===== src/cfsc_pkg.sv =====
// Package with the register map, field layout and bus carrier of the frame statistics counters.
package cfsc_pkg;

    // ========================================================================
    // Bus geometry
    // ========================================================================
    localparam int CFSC_ADR_W = 12;
    localparam int CFSC_DAT_W = 32;
    localparam int CFSC_IDX_W = 10;
    localparam int CFSC_CNT_W = 16;
    localparam int CFSC_NCH   = 2;

    // ========================================================================
    // Register indices; the byte address is four times the index
    // ========================================================================
    localparam logic [CFSC_IDX_W-1:0] CFSC_IDX_UP_HIGH   = 10'h26F;
    localparam logic [CFSC_IDX_W-1:0] CFSC_IDX_UP_LOW    = 10'h270;
    localparam logic [CFSC_IDX_W-1:0] CFSC_IDX_HOST_HIGH = 10'h271;
    localparam logic [CFSC_IDX_W-1:0] CFSC_IDX_HOST_LOW  = 10'h272;
    localparam logic [CFSC_IDX_W-1:0] CFSC_IDX_UP_SNAP   = 10'h280;
    localparam logic [CFSC_IDX_W-1:0] CFSC_IDX_HOST_SNAP = 10'h281;
    localparam logic [CFSC_IDX_W-1:0] CFSC_IDX_SAT       = 10'h282;
    localparam logic [CFSC_IDX_W-1:0] CFSC_IDX_ENABLE    = 10'h283;

    // ========================================================================
    // Field layout and reset values
    // ========================================================================
    localparam int CFSC_UP_CH   = 0;
    localparam int CFSC_HOST_CH = 1;
    localparam logic [CFSC_CNT_W-1:0] CFSC_CNT_RESET = 16'h0000;
    localparam logic [CFSC_CNT_W-1:0] CFSC_CNT_MAX   = 16'hFFFF;
    localparam logic [CFSC_NCH-1:0]   CFSC_EN_RESET  = 2'h3;
    localparam logic [CFSC_DAT_W-1:0] CFSC_RD_ZERO   = 32'h0000_0000;

    // ========================================================================
    // Classic Wishbone request from the master
    // ========================================================================
    typedef struct packed {
        logic                  cyc;
        logic                  stb;
        logic                  we;
        logic [CFSC_ADR_W-1:0] adr;
        logic [3:0]            sel;
        logic [CFSC_DAT_W-1:0] dat;
    } cfsc_wb_req_t;

endpackage


===== src/cfsc_counter.sv =====
// Saturating frame counter with a latched snapshot and byte-wise clear on read.
`timescale 1ns/1ps
module cfsc_counter
    import cfsc_pkg::*;
#(
    parameter int CNT_W = CFSC_CNT_W
) (
    input  wire logic             ref_clk,
    input  wire logic             rst_n,
    input  wire logic             count_en,
    input  wire logic             frame_evt,
    input  wire logic             snap_req,
    input  wire logic             clr_high,
    input  wire logic             clr_low,
    output logic [CNT_W-1:0]      shadow_q,
    output logic                  saturated_q
);

    logic [CNT_W-1:0] live_q;
    logic [CNT_W-1:0] live_d;
    logic             live_clr;
    logic             inc;

    assign live_clr = snap_req | clr_high | clr_low;
    assign inc      = count_en & frame_evt;

    // A frame in the clearing cycle opens the new interval, so it is not lost.
    always_comb begin
        if (live_clr) begin
            live_d = inc ? CNT_W'(1) : CNT_W'(CFSC_CNT_RESET);
        end else if (inc && live_q != {CNT_W{1'b1}}) begin
            live_d = live_q + CNT_W'(1);
        end else begin
            live_d = live_q;
        end
    end

    // ========================================================================
    // Live count: saturates at all ones, restarts on snapshot or byte read
    // ========================================================================
    always_ff @(posedge ref_clk or negedge rst_n) begin
        if (!rst_n) begin
            live_q <= CNT_W'(CFSC_CNT_RESET);
        end else begin
            live_q <= live_d;
        end
    end

    // ========================================================================
    // Shadow: loaded on snapshot, each byte cleared when it is read
    // ========================================================================
    always_ff @(posedge ref_clk or negedge rst_n) begin
        if (!rst_n) begin
            shadow_q <= CNT_W'(CFSC_CNT_RESET);
        end else if (snap_req) begin
            shadow_q <= live_q;
        end else begin
            if (clr_high) begin
                shadow_q[CNT_W-1:8] <= '0;
            end
            if (clr_low) begin
                shadow_q[7:0] <= 8'h00;
            end
        end
    end

    always_ff @(posedge ref_clk or negedge rst_n) begin
        if (!rst_n) begin
            saturated_q <= 1'b0;
        end else begin
            saturated_q <= (live_q == {CNT_W{1'b1}});
        end
    end

endmodule


===== src/cfsc_top.sv =====
// Frame statistics counters for the upper stack port and the host port, on classic Wishbone.
//
// Summary of operation
// - Count valid response frames from the upper stack port; low byte at index 0x270.
// - The upper-port count stops at 0xFFFF instead of wrapping.
// - Reading the upper-port low byte clears that byte and restarts the counter.
// - Reading the upper-port snapshot register latches all upper-port statistics together.
// - Count response frames sent on the host port; high byte at index 0x271.
// - The host-port count saturates at all ones (printed limit taken as 0xFFFF).
// - Reading the host-port high byte clears that byte and restarts the counter.
// - Reading the host-port snapshot register latches all host-port statistics together.
// - Host-port low byte at index 0x272 pairs with the high byte, resets to zero.
// - Upper-port high byte at index 0x26F pairs with the low byte, resets to zero.
`timescale 1ns/1ps
module cfsc_top
    import cfsc_pkg::*;
(
    input  wire logic                  ref_clk,
    input  wire logic                  rst_n,
    input  wire cfsc_wb_req_t          wb_req,
    output logic [CFSC_DAT_W-1:0]      wb_dat_o,
    output logic                       wb_ack_o,
    input  wire logic                  upper_valid_frame_evt,
    input  wire logic                  host_tx_frame_evt
);

    // ========================================================================
    // Bus access decode
    // ========================================================================
    logic [CFSC_DAT_W-1:0] wb_dat_q;
    logic [CFSC_DAT_W-1:0] rd_data;
    logic                  wb_ack_q;
    logic                  access;
    logic                  rd_access;
    logic                  wr_access;
    logic [CFSC_IDX_W-1:0] idx;
    logic [CFSC_NCH-1:0]   count_en_q;
    logic [CFSC_NCH-1:0]   frame_evt;
    logic [CFSC_NCH-1:0]   snap_req;
    logic [CFSC_NCH-1:0]   clr_high;
    logic [CFSC_NCH-1:0]   clr_low;
    logic [CFSC_NCH-1:0]   saturated;
    logic [CFSC_CNT_W-1:0] shadow [CFSC_NCH];

    localparam logic [CFSC_IDX_W-1:0] HIGH_IDX [CFSC_NCH] =
        '{CFSC_IDX_UP_HIGH, CFSC_IDX_HOST_HIGH};
    localparam logic [CFSC_IDX_W-1:0] LOW_IDX [CFSC_NCH] =
        '{CFSC_IDX_UP_LOW, CFSC_IDX_HOST_LOW};
    localparam logic [CFSC_IDX_W-1:0] SNAP_IDX [CFSC_NCH] =
        '{CFSC_IDX_UP_SNAP, CFSC_IDX_HOST_SNAP};

    // An access takes effect once, in the cycle its acknowledge is registered.
    assign access    = wb_req.cyc & wb_req.stb & ~wb_ack_q;
    assign rd_access = access & ~wb_req.we;
    assign wr_access = access & wb_req.we;
    assign idx       = wb_req.adr[CFSC_ADR_W-1:2];

    assign frame_evt[CFSC_UP_CH]   = upper_valid_frame_evt;
    assign frame_evt[CFSC_HOST_CH] = host_tx_frame_evt;

    // ========================================================================
    // Counter channels
    // ========================================================================
    generate
        for (genvar ch = 0; ch < CFSC_NCH; ch++) begin : g_ch
            // Read side effects fire only on reads with the low byte lane selected.
            assign snap_req[ch] = rd_access & wb_req.sel[0] && idx == SNAP_IDX[ch];
            assign clr_high[ch] = rd_access & wb_req.sel[0] && idx == HIGH_IDX[ch];
            assign clr_low[ch]  = rd_access & wb_req.sel[0] && idx == LOW_IDX[ch];

            cfsc_counter #(
                .CNT_W (CFSC_CNT_W)
            ) u_counter (
                .ref_clk     (ref_clk),
                .rst_n       (rst_n),
                .count_en    (count_en_q[ch]),
                .frame_evt   (frame_evt[ch]),
                .snap_req    (snap_req[ch]),
                .clr_high    (clr_high[ch]),
                .clr_low     (clr_low[ch]),
                .shadow_q    (shadow[ch]),
                .saturated_q (saturated[ch])
            );
        end
    endgenerate

    // ========================================================================
    // Read multiplexer
    // ========================================================================
    always_comb begin
        rd_data = CFSC_RD_ZERO;
        case (idx)
            CFSC_IDX_UP_HIGH: begin
                rd_data[7:0] = shadow[CFSC_UP_CH][15:8];
            end
            CFSC_IDX_UP_LOW: begin
                rd_data[7:0] = shadow[CFSC_UP_CH][7:0];
            end
            CFSC_IDX_HOST_HIGH: begin
                rd_data[7:0] = shadow[CFSC_HOST_CH][15:8];
            end
            CFSC_IDX_HOST_LOW: begin
                rd_data[7:0] = shadow[CFSC_HOST_CH][7:0];
            end
            CFSC_IDX_SAT: begin
                rd_data[CFSC_NCH-1:0] = saturated;
            end
            CFSC_IDX_ENABLE: begin
                rd_data[CFSC_NCH-1:0] = count_en_q;
            end
            default: begin
                rd_data = CFSC_RD_ZERO;
            end
        endcase
    end

    // ========================================================================
    // Wishbone answer: one wait state, acknowledge held for one cycle
    // ========================================================================
    always_ff @(posedge ref_clk or negedge rst_n) begin
        if (!rst_n) begin
            wb_ack_q <= 1'b0;
        end else begin
            wb_ack_q <= access;
        end
    end

    always_ff @(posedge ref_clk or negedge rst_n) begin
        if (!rst_n) begin
            wb_dat_q <= CFSC_RD_ZERO;
        end else if (rd_access) begin
            wb_dat_q <= rd_data;
        end
    end

    // ========================================================================
    // Count enable register
    // ========================================================================
    always_ff @(posedge ref_clk or negedge rst_n) begin
        if (!rst_n) begin
            count_en_q <= CFSC_EN_RESET;
        end else if (wr_access && wb_req.sel[0] && idx == CFSC_IDX_ENABLE) begin
            count_en_q <= wb_req.dat[CFSC_NCH-1:0];
        end
    end

    assign wb_dat_o = wb_dat_q;
    assign wb_ack_o = wb_ack_q;

endmodule


===== config.mk =====
export PLATFORM = sky130hd
export DESIGN_NAME = cfsc_top
export DESIGN_NICKNAME = d
export VERILOG_FILES = /design/src/cfsc_pkg.sv /design/src/cfsc_counter.sv /design/src/cfsc_top.sv
export SDC_FILE = /design/constraint.sdc
export NUM_CORES = 1
export LEC_CHECK = 0
export BUFFER_PORTS_ARGS = -buffer_cell sky130_fd_sc_hd__buf_2
export CAP_MARGIN = 20
export CORE_UTILIZATION = 49
export DETAILED_ROUTE_END_ITERATION = 10
export GPL_ROUTABILITY_DRIVEN = 0
export PLACE_DENSITY = 0.79
export SYNTH_ARGS = -nofsm -noshare
export SYNTH_HDL_FRONTEND = slang
export SYNTH_SLANG_ARGS = --single-unit

===== constraint.sdc =====
create_clock -name ref_clk -period 2 [get_ports ref_clk]
set_clock_uncertainty 0.1 [all_clocks]
set_input_delay 0.2 -clock ref_clk [delete_from_list [all_inputs] [get_ports ref_clk]]
set_output_delay 0.2 -clock ref_clk [all_outputs]
set_load 0.01 [all_outputs]

==> impl_metrics.csv, run 1 <==
group,metric,value,unit
detailed_routing,ant_nets,0,
place,io_buffers,28,
pwr,p_seq_share,49.8,%
timing,setup_viol,0,
yosys,yosysTopAreaCellShare,46.4,%
floorplanning,ioPinCount,88,
global_routing,grt_first_pass_wirelength,15600,um
setup_path,worstPathMaxFanout,9,
setup_path,cp_cell_sequence,"nand2_1, or2_2, nor4b_1, xnor2_1, nor2_1",
yosys,ys_ff_latch,77,
clock_network,cts_tree,"done",
yosys,synth-edff-count,0,
clock_network,h-tree-depth,3,
detailed_routing,vias,3279,
pwr,p_int,2.49,mW
clock_network,insertion_delay,0.36,ns
setup_path,critPathArrivalTime,2.04,ns
detailed_routing,drt_iter0_drc,145,
setup_path,critPathTopFamily,"simple AND/OR/NAND/NOR gates",
global_routing,grt_usage,23.3,%
clock_network,path_clk_slew,0.08,ns
clock_network,clockBufferDepth,2,
setup_path,critical-path-slowest-cell,"dfstp_2",
detailed_routing,wl_per_cell,16.5,um
clock_network,numCtsBuffers,9,
run_status,outcome,"completed",
clock_network,clock_sinks,77,
floorplanning,die_w,92.9,um
setup_path,cp-end-kind,"flop",
timing,hold_ws,0.0213,ns
place,place_area,4390,um2
yosys,yosysTopAreaCell,"dfrtp_1",
yosys,synth_area_leaders,"dfrtp_1 46%, a22o_1 6.9%, buf_4 5.0%",
pwr,power.net_switching,0.672,mW
cells_and_area,finalInstanceArea,4690,um2
pwr,sw_frac_of_total,21.3,%
clock_network,cts-root-buf,"clkbuf_8",
pwr,ir_drop,0.284,mV
timing,finalHoldViolCount,0,
place,hpwlAfterDp,6760,um
floorplanning,core,7850,um2
pwr,clock_power_share,44.8,%
timing,maxSlewViolCount,0,
pwr,power.total,3.16,mW
timing,fin_crit,1.89,ns
cells_and_area,n_antenna_cell,0,
cells_and_area,fillCellCount,623,
pwr,power_density,673,nW/um2
setup_path,required,2.15,ns
floorplanning,die_area,8630,um2
setup_path,crit_path_start_kind,"flop",
floorplanning,start_util,51.6,%
detailed_routing,viasPerCell,5.83,
setup_path,cp_slowest_stage_delay,0.55,ns
detailed_routing,first_pass_iters,4,
setup_path,worstSetupPathType,"flop to flop",
setup_path,path_buf_inv,0,
cells_and_area,stdcell_count,562,
timing,slew_headroom,61.2,%
yosys,syn_area_per_cell,10.2,um2
detailed_routing,wl,9250,um
cells_and_area,nets,512,
timing,setup_tns,0,ns
floorplanning,dieHeight,92.9,um
timing,post-route-period-util,94.6,%
yosys,syn_inst,397,
global_routing,grt_pass1_vias,3271,
yosys,yosys.cell_types.count,56,
detailed_routing,drc,0,
yosys,yosys_most_used_dff,"dfrtp_1",
cells_and_area,drive_above_1_share,20.9,%
timing,tightestPinTransition,0.579,ns
timing,timing.fmax,528,MHz
global_routing,antenna_found_initial,0,
cells_and_area,final_common_cell,"dfrtp_1",
cells_and_area,final_cell_mix,"75 x dfrtp_1, 50 x nor2_1, 37 x buf_4, 32 x a22o_1",
pwr,p_leak,2.11,nW
place,place_inst,543,
global_routing,grt_start_max_net_pins,43,
hold_path,min_path_type,"input pin to flop",
cells_and_area,post-route-util,59.8,%
pwr,power.share.combinational,5.4,%
yosys,async_flop_share,100,%
yosys,yosysWarnings,0,
yosys,ys_seq_area_share,47.7,%
cells_and_area,area_growth,15.9,%
job,maxCapViolCount,0,
timing,grt_setup_unrepaired,"yes",
yosys,syn_area,4050,um2
place,dp_slack,-0.0634,ns
timing,post-route-worst-setup-slack,0.107,ns
clock_network,cts_setup_buffers,0,
global_routing,overflow,0,
floorplanning,num_rows,32,
## layout make-up
| cell class | instances | area, um2 | share of cell area (%) |
|---|---|---|---|
| clock buffers | 12 | 145 | 3.09 |
| well taps | 102 | 128 | 2.72 |
| inverters | 1 | 3.75 | 0.0800 |
| clock inverters | 4 | 95.1 | 2.03 |
| flip-flops and latches | 77 | 1930 | 41.1 |
| repair buffers | 67 | 443 | 9.45 |
| multi-input cells | 299 | 1950 | 41.5 |
## path summary, 6_finish.rpt
path	from	end	slack [ns]	depth (start not counted)
setup / recovery	count_en_q[1]	g_ch[1].u_counter.live_q[15]	0.11	5
hold / removal	wb_req[49]	wb_ack_o	0.02	3
setup reg to reg	count_en_q[1]	g_ch[1].u_counter.live_q[15]	0.11	5
hold reg to reg	wb_dat_o[2]	wb_dat_o[2]	0.38	2
max in group asynchronous	rst_n	g_ch[1].u_counter.live_q[13]	0.93	3
min in group asynchronous	rst_n	g_ch[0].u_counter.live_q[1]	0.25	2
## layer usage
| layer | wire length (um) | track usage [%] | part of all wire, % |
|---|---|---|---|
| met5 | 0 | 0 | 0 |
| met4 | 255 | 12.4 | 2.8 |
| met1 | 4140 | 30.0 | 45 |
| met3 | 415 | 3.78 | 4.5 |
| met2 | 4440 | 37.6 | 48 |
## repair_timing
item                                   CTS  global route
endpoints found under the hold margin   39             0
setup endpoints to repair                0            10
gates resized for setup                  0             6
hold buffers                             3             0
## kinds of logic after synthesis
family / share of synthesized area, %
AO/OA/AOI/OAI: 15.5
XOR/XNOR: 4.33
adder cells (fa/ha/maj): 0.618
buffers and inverters: 7.14
flip-flops: 47.7
multiplexers: 2.53
other: 0.0926
AND/OR/NAND/NOR: 22.1
## power by group through the flow
| stage | clock network (mW) | logic (mW) | registers, mW |
|---|---|---|---|
| 6_report | 1.41 | 0.170 | 1.57 |
| 3_3_place_gp | 0 | 0.160 | 1.60 |
| 4_1_cts | 1.43 | 0.170 | 1.57 |
| 3_5_place_dp | 0 | 0.165 | 1.60 |
| 5_1_grt | 1.51 | 0.191 | 1.57 |
| 2_1_floorplan | 0 | 0.101 | 1.61 |
## state kept, by name, summed over array words and instances, names as in the netlist
signal	count
wb_dat_o	8
g_ch.u_counter.live_q	32
wb_ack_o	1
count_en_q	2
g_ch.u_counter.saturated_q	2
g_ch.u_counter.shadow_q	32
## worst reg2reg max path, cell delays in order (launching register included)
cell and delay [ns]:
dfstp_2 0.55, nand2_1 0.11, or2_2 0.40, nor4b_1 0.38, xnor2_1 0.17, nor2_1 0.06
## cells in the mapped netlist, drive strengths merged, types with 5 or more instances
library cell / count
dfrtp: 75
nor2: 51
buf: 36
a22o: 32
nand2: 27
nand4: 17
o21ai: 13
xor2: 12
nor4: 11
nor3: 9
a21oi: 8
a221oi: 8
mux2i: 8
nand3: 8
xnor2: 8
clkbuf: 7
and3: 6
or3: 6
nor4b: 5
(Power assumes the default switching activity.)
==> run 2, diff against run 1 <==
--- a/config.mk
+++ b/config.mk
@@ -12,2 +12,3 @@
 export GPL_ROUTABILITY_DRIVEN = 0
+export MAX_ROUTING_LAYER = met4
 export PLACE_DENSITY = 0.79
==> constraint.sdc (replaced) <==
create_clock -name ref_clk -period 2 [get_ports ref_clk]
set_clock_uncertainty 0.1 [all_clocks]
set_input_delay 0.3 -clock ref_clk [delete_from_list [all_inputs] [get_ports ref_clk]]
set_output_delay 0.3 -clock ref_clk [all_outputs]
set_load 0.01 [all_outputs]
==> run 2 against run 1 <==
  * Setup slack lost 0.0092 ns
  * Non-clock buffer count shrank 2
  * Register-to-register slack is essentially flat
  * Clock power is essentially flat
  * Critical path depth grew 1
  * Worst hold slack gained 0.074 ns
  * Cell count shrank 0.36%
  * Total power grew 0.12%
  * Clock-buffer cell count is the same
  * First-iteration DRC count grew 26%
  * Utilization shrank 0.35 points
  * Global-route usage grew 0.28 points
  * Largest power group unchanged
==> impl_metrics.csv, run 2 (synthesized netlist as in run 1, its figures left out) <==
group,metric,value,unit
detailed_routing,vias,3330,
setup_path,critPathArrivalTime,2.05,ns
setup_path,required,2.15,ns
cells_and_area,nets,510,
global_routing,grt_start_max_net_pins,47,
setup_path,critical-path-slowest-cell,"or3_1",
pwr,sw_frac_of_total,21.3,%
pwr,ir_drop,0.253,mV
clock_network,cts-root-buf,"clkbuf_8",
timing,slew_headroom,61.2,%
setup_path,worstSetupPathType,"flop to flop",
cells_and_area,final_cell_mix,"75 x dfrtp_1, 50 x nor2_1, 36 x buf_4, 32 x a22o_1",
timing,post-route-period-util,95.1,%
floorplanning,dieHeight,92.9,um
clock_network,insertion_delay,0.35,ns
place,hpwlAfterDp,6640,um
global_routing,grt_first_pass_wirelength,15500,um
clock_network,clockBufferDepth,2,
cells_and_area,stdcell_count,560,
floorplanning,die_w,92.9,um
floorplanning,num_rows,32,
setup_path,crit_path_start_kind,"flop",
cells_and_area,area_growth,15.2,%
detailed_routing,drt_iter0_drc,183,
setup_path,worstPathMaxFanout,5,
clock_network,path_clk_slew,0.08,ns
pwr,power.net_switching,0.674,mW
pwr,clock_power_share,44.9,%
run_status,outcome,"completed",
global_routing,antenna_found_initial,0,
setup_path,cp-end-kind,"flop",
setup_path,cp_slowest_stage_delay,0.52,ns
detailed_routing,wl,9070,um
global_routing,grt_usage,23.6,%
timing,setup_tns,0,ns
timing,hold_ws,0.0950,ns
setup_path,r2r-end,"g_ch[0].u_counter.live_q[7]",
timing,timing.fmax,526,MHz
global_routing,overflow,0,
timing,tightestPinTransition,0.578,ns
clock_network,clock_sinks,77,
job,maxCapViolCount,0,
timing,finalHoldViolCount,0,
pwr,p_leak,2.11,nW
place,place_inst,543,
pwr,power_density,678,nW/um2
setup_path,r2r_cells,6,
floorplanning,core,7850,um2
detailed_routing,ant_nets,0,
timing,grt_setup_unrepaired,"no",
timing,fin_crit,1.90,ns
hold_path,hold_start,"wb_req[0]",
detailed_routing,viasPerCell,5.95,
floorplanning,die_area,8630,um2
clock_network,numCtsBuffers,9,
global_routing,grt_pass1_vias,3225,
hold_path,min_path_type,"input pin to flop",
floorplanning,ioPinCount,88,
pwr,p_seq_share,49.7,%
hold_path,hold_depth,2,
hold_path,hold_path_end,"count_en_q[0]",
setup_path,cp_cell_sequence,"ha_1, nand4_1, or3_1, and3b_1, xnor2_1, nor2_1",
detailed_routing,first_pass_iters,5,
cells_and_area,n_antenna_cell,0,
timing,setup_viol,0,
cells_and_area,fillCellCount,632,
pwr,power.total,3.16,mW
cells_and_area,drive_above_1_share,20.1,%
pwr,power.share.combinational,5.4,%
floorplanning,start_util,51.6,%
cells_and_area,final_common_cell,"dfrtp_1",
detailed_routing,wl_per_cell,16.2,um
place,io_buffers,28,
pwr,p_int,2.49,mW
detailed_routing,drc,0,
clock_network,h-tree-depth,3,
timing,maxSlewViolCount,0,
setup_path,reg2reg_from,"g_ch[0].u_counter.live_q[1]",
setup_path,r2r_slack,0.1,ns
clock_network,cts_tree,"done",
run 2: how the worst max path moves through the flow:
stage                                startpoint                      endpoint  slack, ns  cells past startpoint
global placement                     wb_req[41]                   wb_dat_o[5]      -0.08                      7
floorplan                            wb_req[42]   g_ch[0].u_counter.live_q[0]       0.02                      7
finish              g_ch[0].u_counter.live_q[1]   g_ch[0].u_counter.live_q[7]        0.1                      6
detailed placement                   wb_req[41]                   wb_dat_o[3]      -0.12                      7
CTS                 g_ch[0].u_counter.live_q[1]   g_ch[0].u_counter.live_q[5]       0.11                      7
global route        g_ch[1].u_counter.live_q[0]  g_ch[1].u_counter.live_q[12]      0.003                      6
run 2: final cells by class:
cell class | instances | area, um2 | share of cell area, %
well taps | 102 | 128 | 2.74
multi-input cells | 299 | 1930 | 41.3
inverters | 1 | 3.75 | 0.0805
clock buffers | 12 | 145 | 3.11
clock inverters | 4 | 95.1 | 2.04
repair buffers | 65 | 435 | 9.34
flip-flops and latches | 77 | 1930 | 41.4
run 2: timing repair:
item,in CTS,in global routing
hold buffers,1,0
endpoints found under the hold margin,30,0
resized for setup,0,1
setup buffers,0,0
setup endpoints to repair,0,2
run 2: per-stage QoR:
step | util (%) | area (um2) | worst slack [ns]
final | 59.4 | 4660 | 0.0979
after global routing | 59.4 | 4660 | 0.00329
after CTS | 59.3 | 4660 | 0.113
after floorplan | - | 4140 | 0.0234
after global placement | 56.1 | 4410 | -0.0767
after detailed placement | 56.1 | 4410 | -0.123
run 2: per-layer routing:
layer | track usage, % | vias to the layer above | wire (um)
met4 | 9.36 | 0 | 239
met1 | 30.8 | 1620 | 3980
met3 | 4.93 | 22 | 583
li1 | - | 1546 | -
met2 | 36.1 | 142 | 4270
met5 | - | - | 0
run 2: power by group through the flow:
stage               clock (mW)  combinational [mW]  sequential [mW]
global route              1.51               0.189             1.57
CTS                       1.43               0.171             1.57
finish                    1.42               0.171             1.57
detailed placement           0               0.169             1.60
global placement             0               0.165             1.60
floorplan                    0               0.102             1.61
run 2: worst max-delay path: cells and delay by family (launching register included):
family / cells / cell delay, ns
simple gates: 4 / 0.97
fa+ha+maj: 1 / 0.20
flops: 1 / 0.41
xor+xnor: 1 / 0.14
==> run 3, diff against run 2 <==
CORE_UTILIZATION = 55   (was 49)
PLACE_DENSITY = 0.84   (was 0.79)
clock period = 2.1 ns   (was 2 ns; I/O delays follow)
==> run 3 against run 2 <==
  * Global-route usage increased by 3.9 points
  * Total power shrank 5.3%
  * Sequential power down 4%
  * Sequential cell count unchanged
  * First-iteration DRC count up 54%
  * Highest routed layer unchanged
  * Worst hold slack improved by 0.0084 ns
  * Utilization rose by 6.6 points
  * Largest power group unchanged
  * Sequential share of layout area increased by 0.71 points
  * Routed wire length increased by 2.2%
  * Die area is 11% lower
==> impl_metrics.csv, run 3 (synthesized netlist as in run 1, its figures left out) <==
group,metric,value,unit
global_routing,grt_pass1_vias,3127,
cells_and_area,multi_input_area,1930,um2
detailed_routing,drc,0,
timing,post-route-period-util,92.5,%
floorplanning,die_area,7710,um2
place,dp_slack,-0.0139,ns
timing,slew_headroom,51.6,%
timing,fin_crit,1.94,ns
floorplanning,core,6940,um2
detailed_routing,viasPerCell,6.15,
setup_path,crit_path_start_kind,"flop",
pwr,ir_drop,0.357,mV
hold_path,hold_depth,2,
global_routing,antenna_found_initial,0,
detailed_routing,drt_iter0_drc,282,
timing,finalHoldViolCount,0,
setup_path,worstPathMaxFanout,12,
setup_path,cp_cell_sequence,"ha_1, nand4_1, nor4_2, buf_4, nand4b_1, xor2_1, nor2_1",
global_routing,grt_usage,27.5,%
clock_network,cts_tree,"done",
floorplanning,num_rows,30,
setup_path,r2r_cells,7,
cells_and_area,final_common_cell,"dfrtp_1",
cells_and_area,fillCellCount,513,
place,hpwlAfterDp,6410,um
cells_and_area,ff_latch_area,1930,um2
setup_path,worstSetupPathType,"flop to flop",
clock_network,cts_setup_buffers,0,
floorplanning,ioPinCount,88,
global_routing,overflow,0,
clock_network,clockBufferDepth,2,
cells_and_area,area_growth,13.2,%
timing,grt_setup_unrepaired,"no",
clock_network,cts-root-buf,"clkbuf_8",
detailed_routing,first_pass_iters,5,
setup_path,critical-path-slowest-cell,"dfrtp_1",
job,maxCapViolCount,0,
detailed_routing,wl,9270,um
timing,maxSlewViolCount,0,
detailed_routing,vias,3356,
detailed_routing,wl_per_cell,17.0,um
place,io_buffers,28,
timing,tightestPinTransition,0.726,ns
clock_network,h-tree-depth,3,
timing,timing.fmax,515,MHz
pwr,p_leak,2.06,nW
setup_path,r2r_slack,0.16,ns
cells_and_area,nets,502,
setup_path,critPathArrivalTime,2.08,ns
global_routing,grt_start_max_net_pins,59,
floorplanning,dieHeight,87.8,um
floorplanning,die_w,87.8,um
cells_and_area,drive_above_1_share,18.7,%
cells_and_area,final_cell_mix,"75 x dfrtp_1, 50 x nor2_1, 32 x a22o_1, 29 x buf_4",
clock_network,path_clk_slew,0.08,ns
pwr,power_density,653,nW/um2
pwr,power.total,2.99,mW
setup_path,cp_slowest_stage_delay,0.43,ns
timing,post-route-worst-setup-slack,0.158,ns
run_status,outcome,"completed",
hold_path,min_path_type,"input pin to flop",
cells_and_area,n_antenna_cell,0,
clock_network,clock_sinks,77,
clock_network,insertion_delay,0.35,ns
global_routing,grt_first_pass_wirelength,15500,um
setup_path,required,2.24,ns
clock_network,numCtsBuffers,9,
floorplanning,start_util,58.3,%
detailed_routing,ant_nets,0,
timing,setup_viol,0,
setup_path,cp-end-kind,"flop",
==> run 3: final cells by class <==
cell class,count,area share [%]
Inverter,1,0.0819
Multi-Input combinational cell,299,42.0
Tap cell,96,2.62
Clock buffer,12,3.17
Sequential cell,77,42.1
Timing Repair Buffer,57,7.92
Clock inverter,4,2.07
==> run 3: critical path: cells and delay by family, from the launching register on <==
family                     cells  cell delay [ns]
and+or+nand+nor                4             0.71
DFF                            1             0.43
buffers and inverters          1             0.22
adders and majority gates      1             0.20
xor gates and xnor gates       1             0.17
==> run 3: layer usage <==
layer  track usage (%)  up-vias  wire length (um)
met5                 -        -                 0
met3              3.86       25               578
met4              13.3        0               289
met1              36.6     1622              4090
li1                  -     1521                 -
met2              41.4      188              4310
==> run 3: final timing paths <==
| kind | startpoint | endpoint |
|---|---|---|
| worst max register to register | g_ch[0].u_counter.live_q[0] | g_ch[0].u_counter.live_q[10] |
| min in group asynchronous | rst_n | g_ch[0].u_counter.live_q[11] |
| worst max-delay path | g_ch[0].u_counter.live_q[0] | g_ch[0].u_counter.live_q[10] |
| worst min register to register | wb_dat_o[2] | wb_dat_o[2] |
| max in group asynchronous | rst_n | g_ch[1].u_counter.shadow_q[11] |
| worst min-delay path | wb_req[0] | count_en_q[0] |
==> run 3: metrics by stage <==
stage / util (%) / std cells / TNS [ns] / cell area (um2) / hold slack (ns)
after CTS: 65.8 / 546 / 0 / 4570 / 0.0925
after detailed placement: 62.2 / 529 / -0.110 / 4320 / 0.320
after floorplan: - / 420 / 0 / 4130 / -0.0806
final: 66.0 / 546 / 0 / 4580 / 0.103
after global placement: 62.2 / 529 / -0.0123 / 4320 / 0.308
after global routing: 66.0 / 546 / 0 / 4580 / 0.105
==> run 3: power breakdown <==
part / leakage (nW) / internal, mW / switching [mW]
clock: 0.121 / 0.821 / 0.521
sequential: 1.06 / 1.49 / 0.00637
combinational: 0.877 / 0.0504 / 0.103
total: 2.06 / 2.36 / 0.630
==> run 3: repair_timing <==
| action | in CTS | in global routing |
|---|---|---|
| hold endpoints to repair | 54 | 0 |
| resized for setup | 0 | 2 |
| hold buffers | 1 | 0 |
| endpoints found under the setup margin | 0 | 2 |
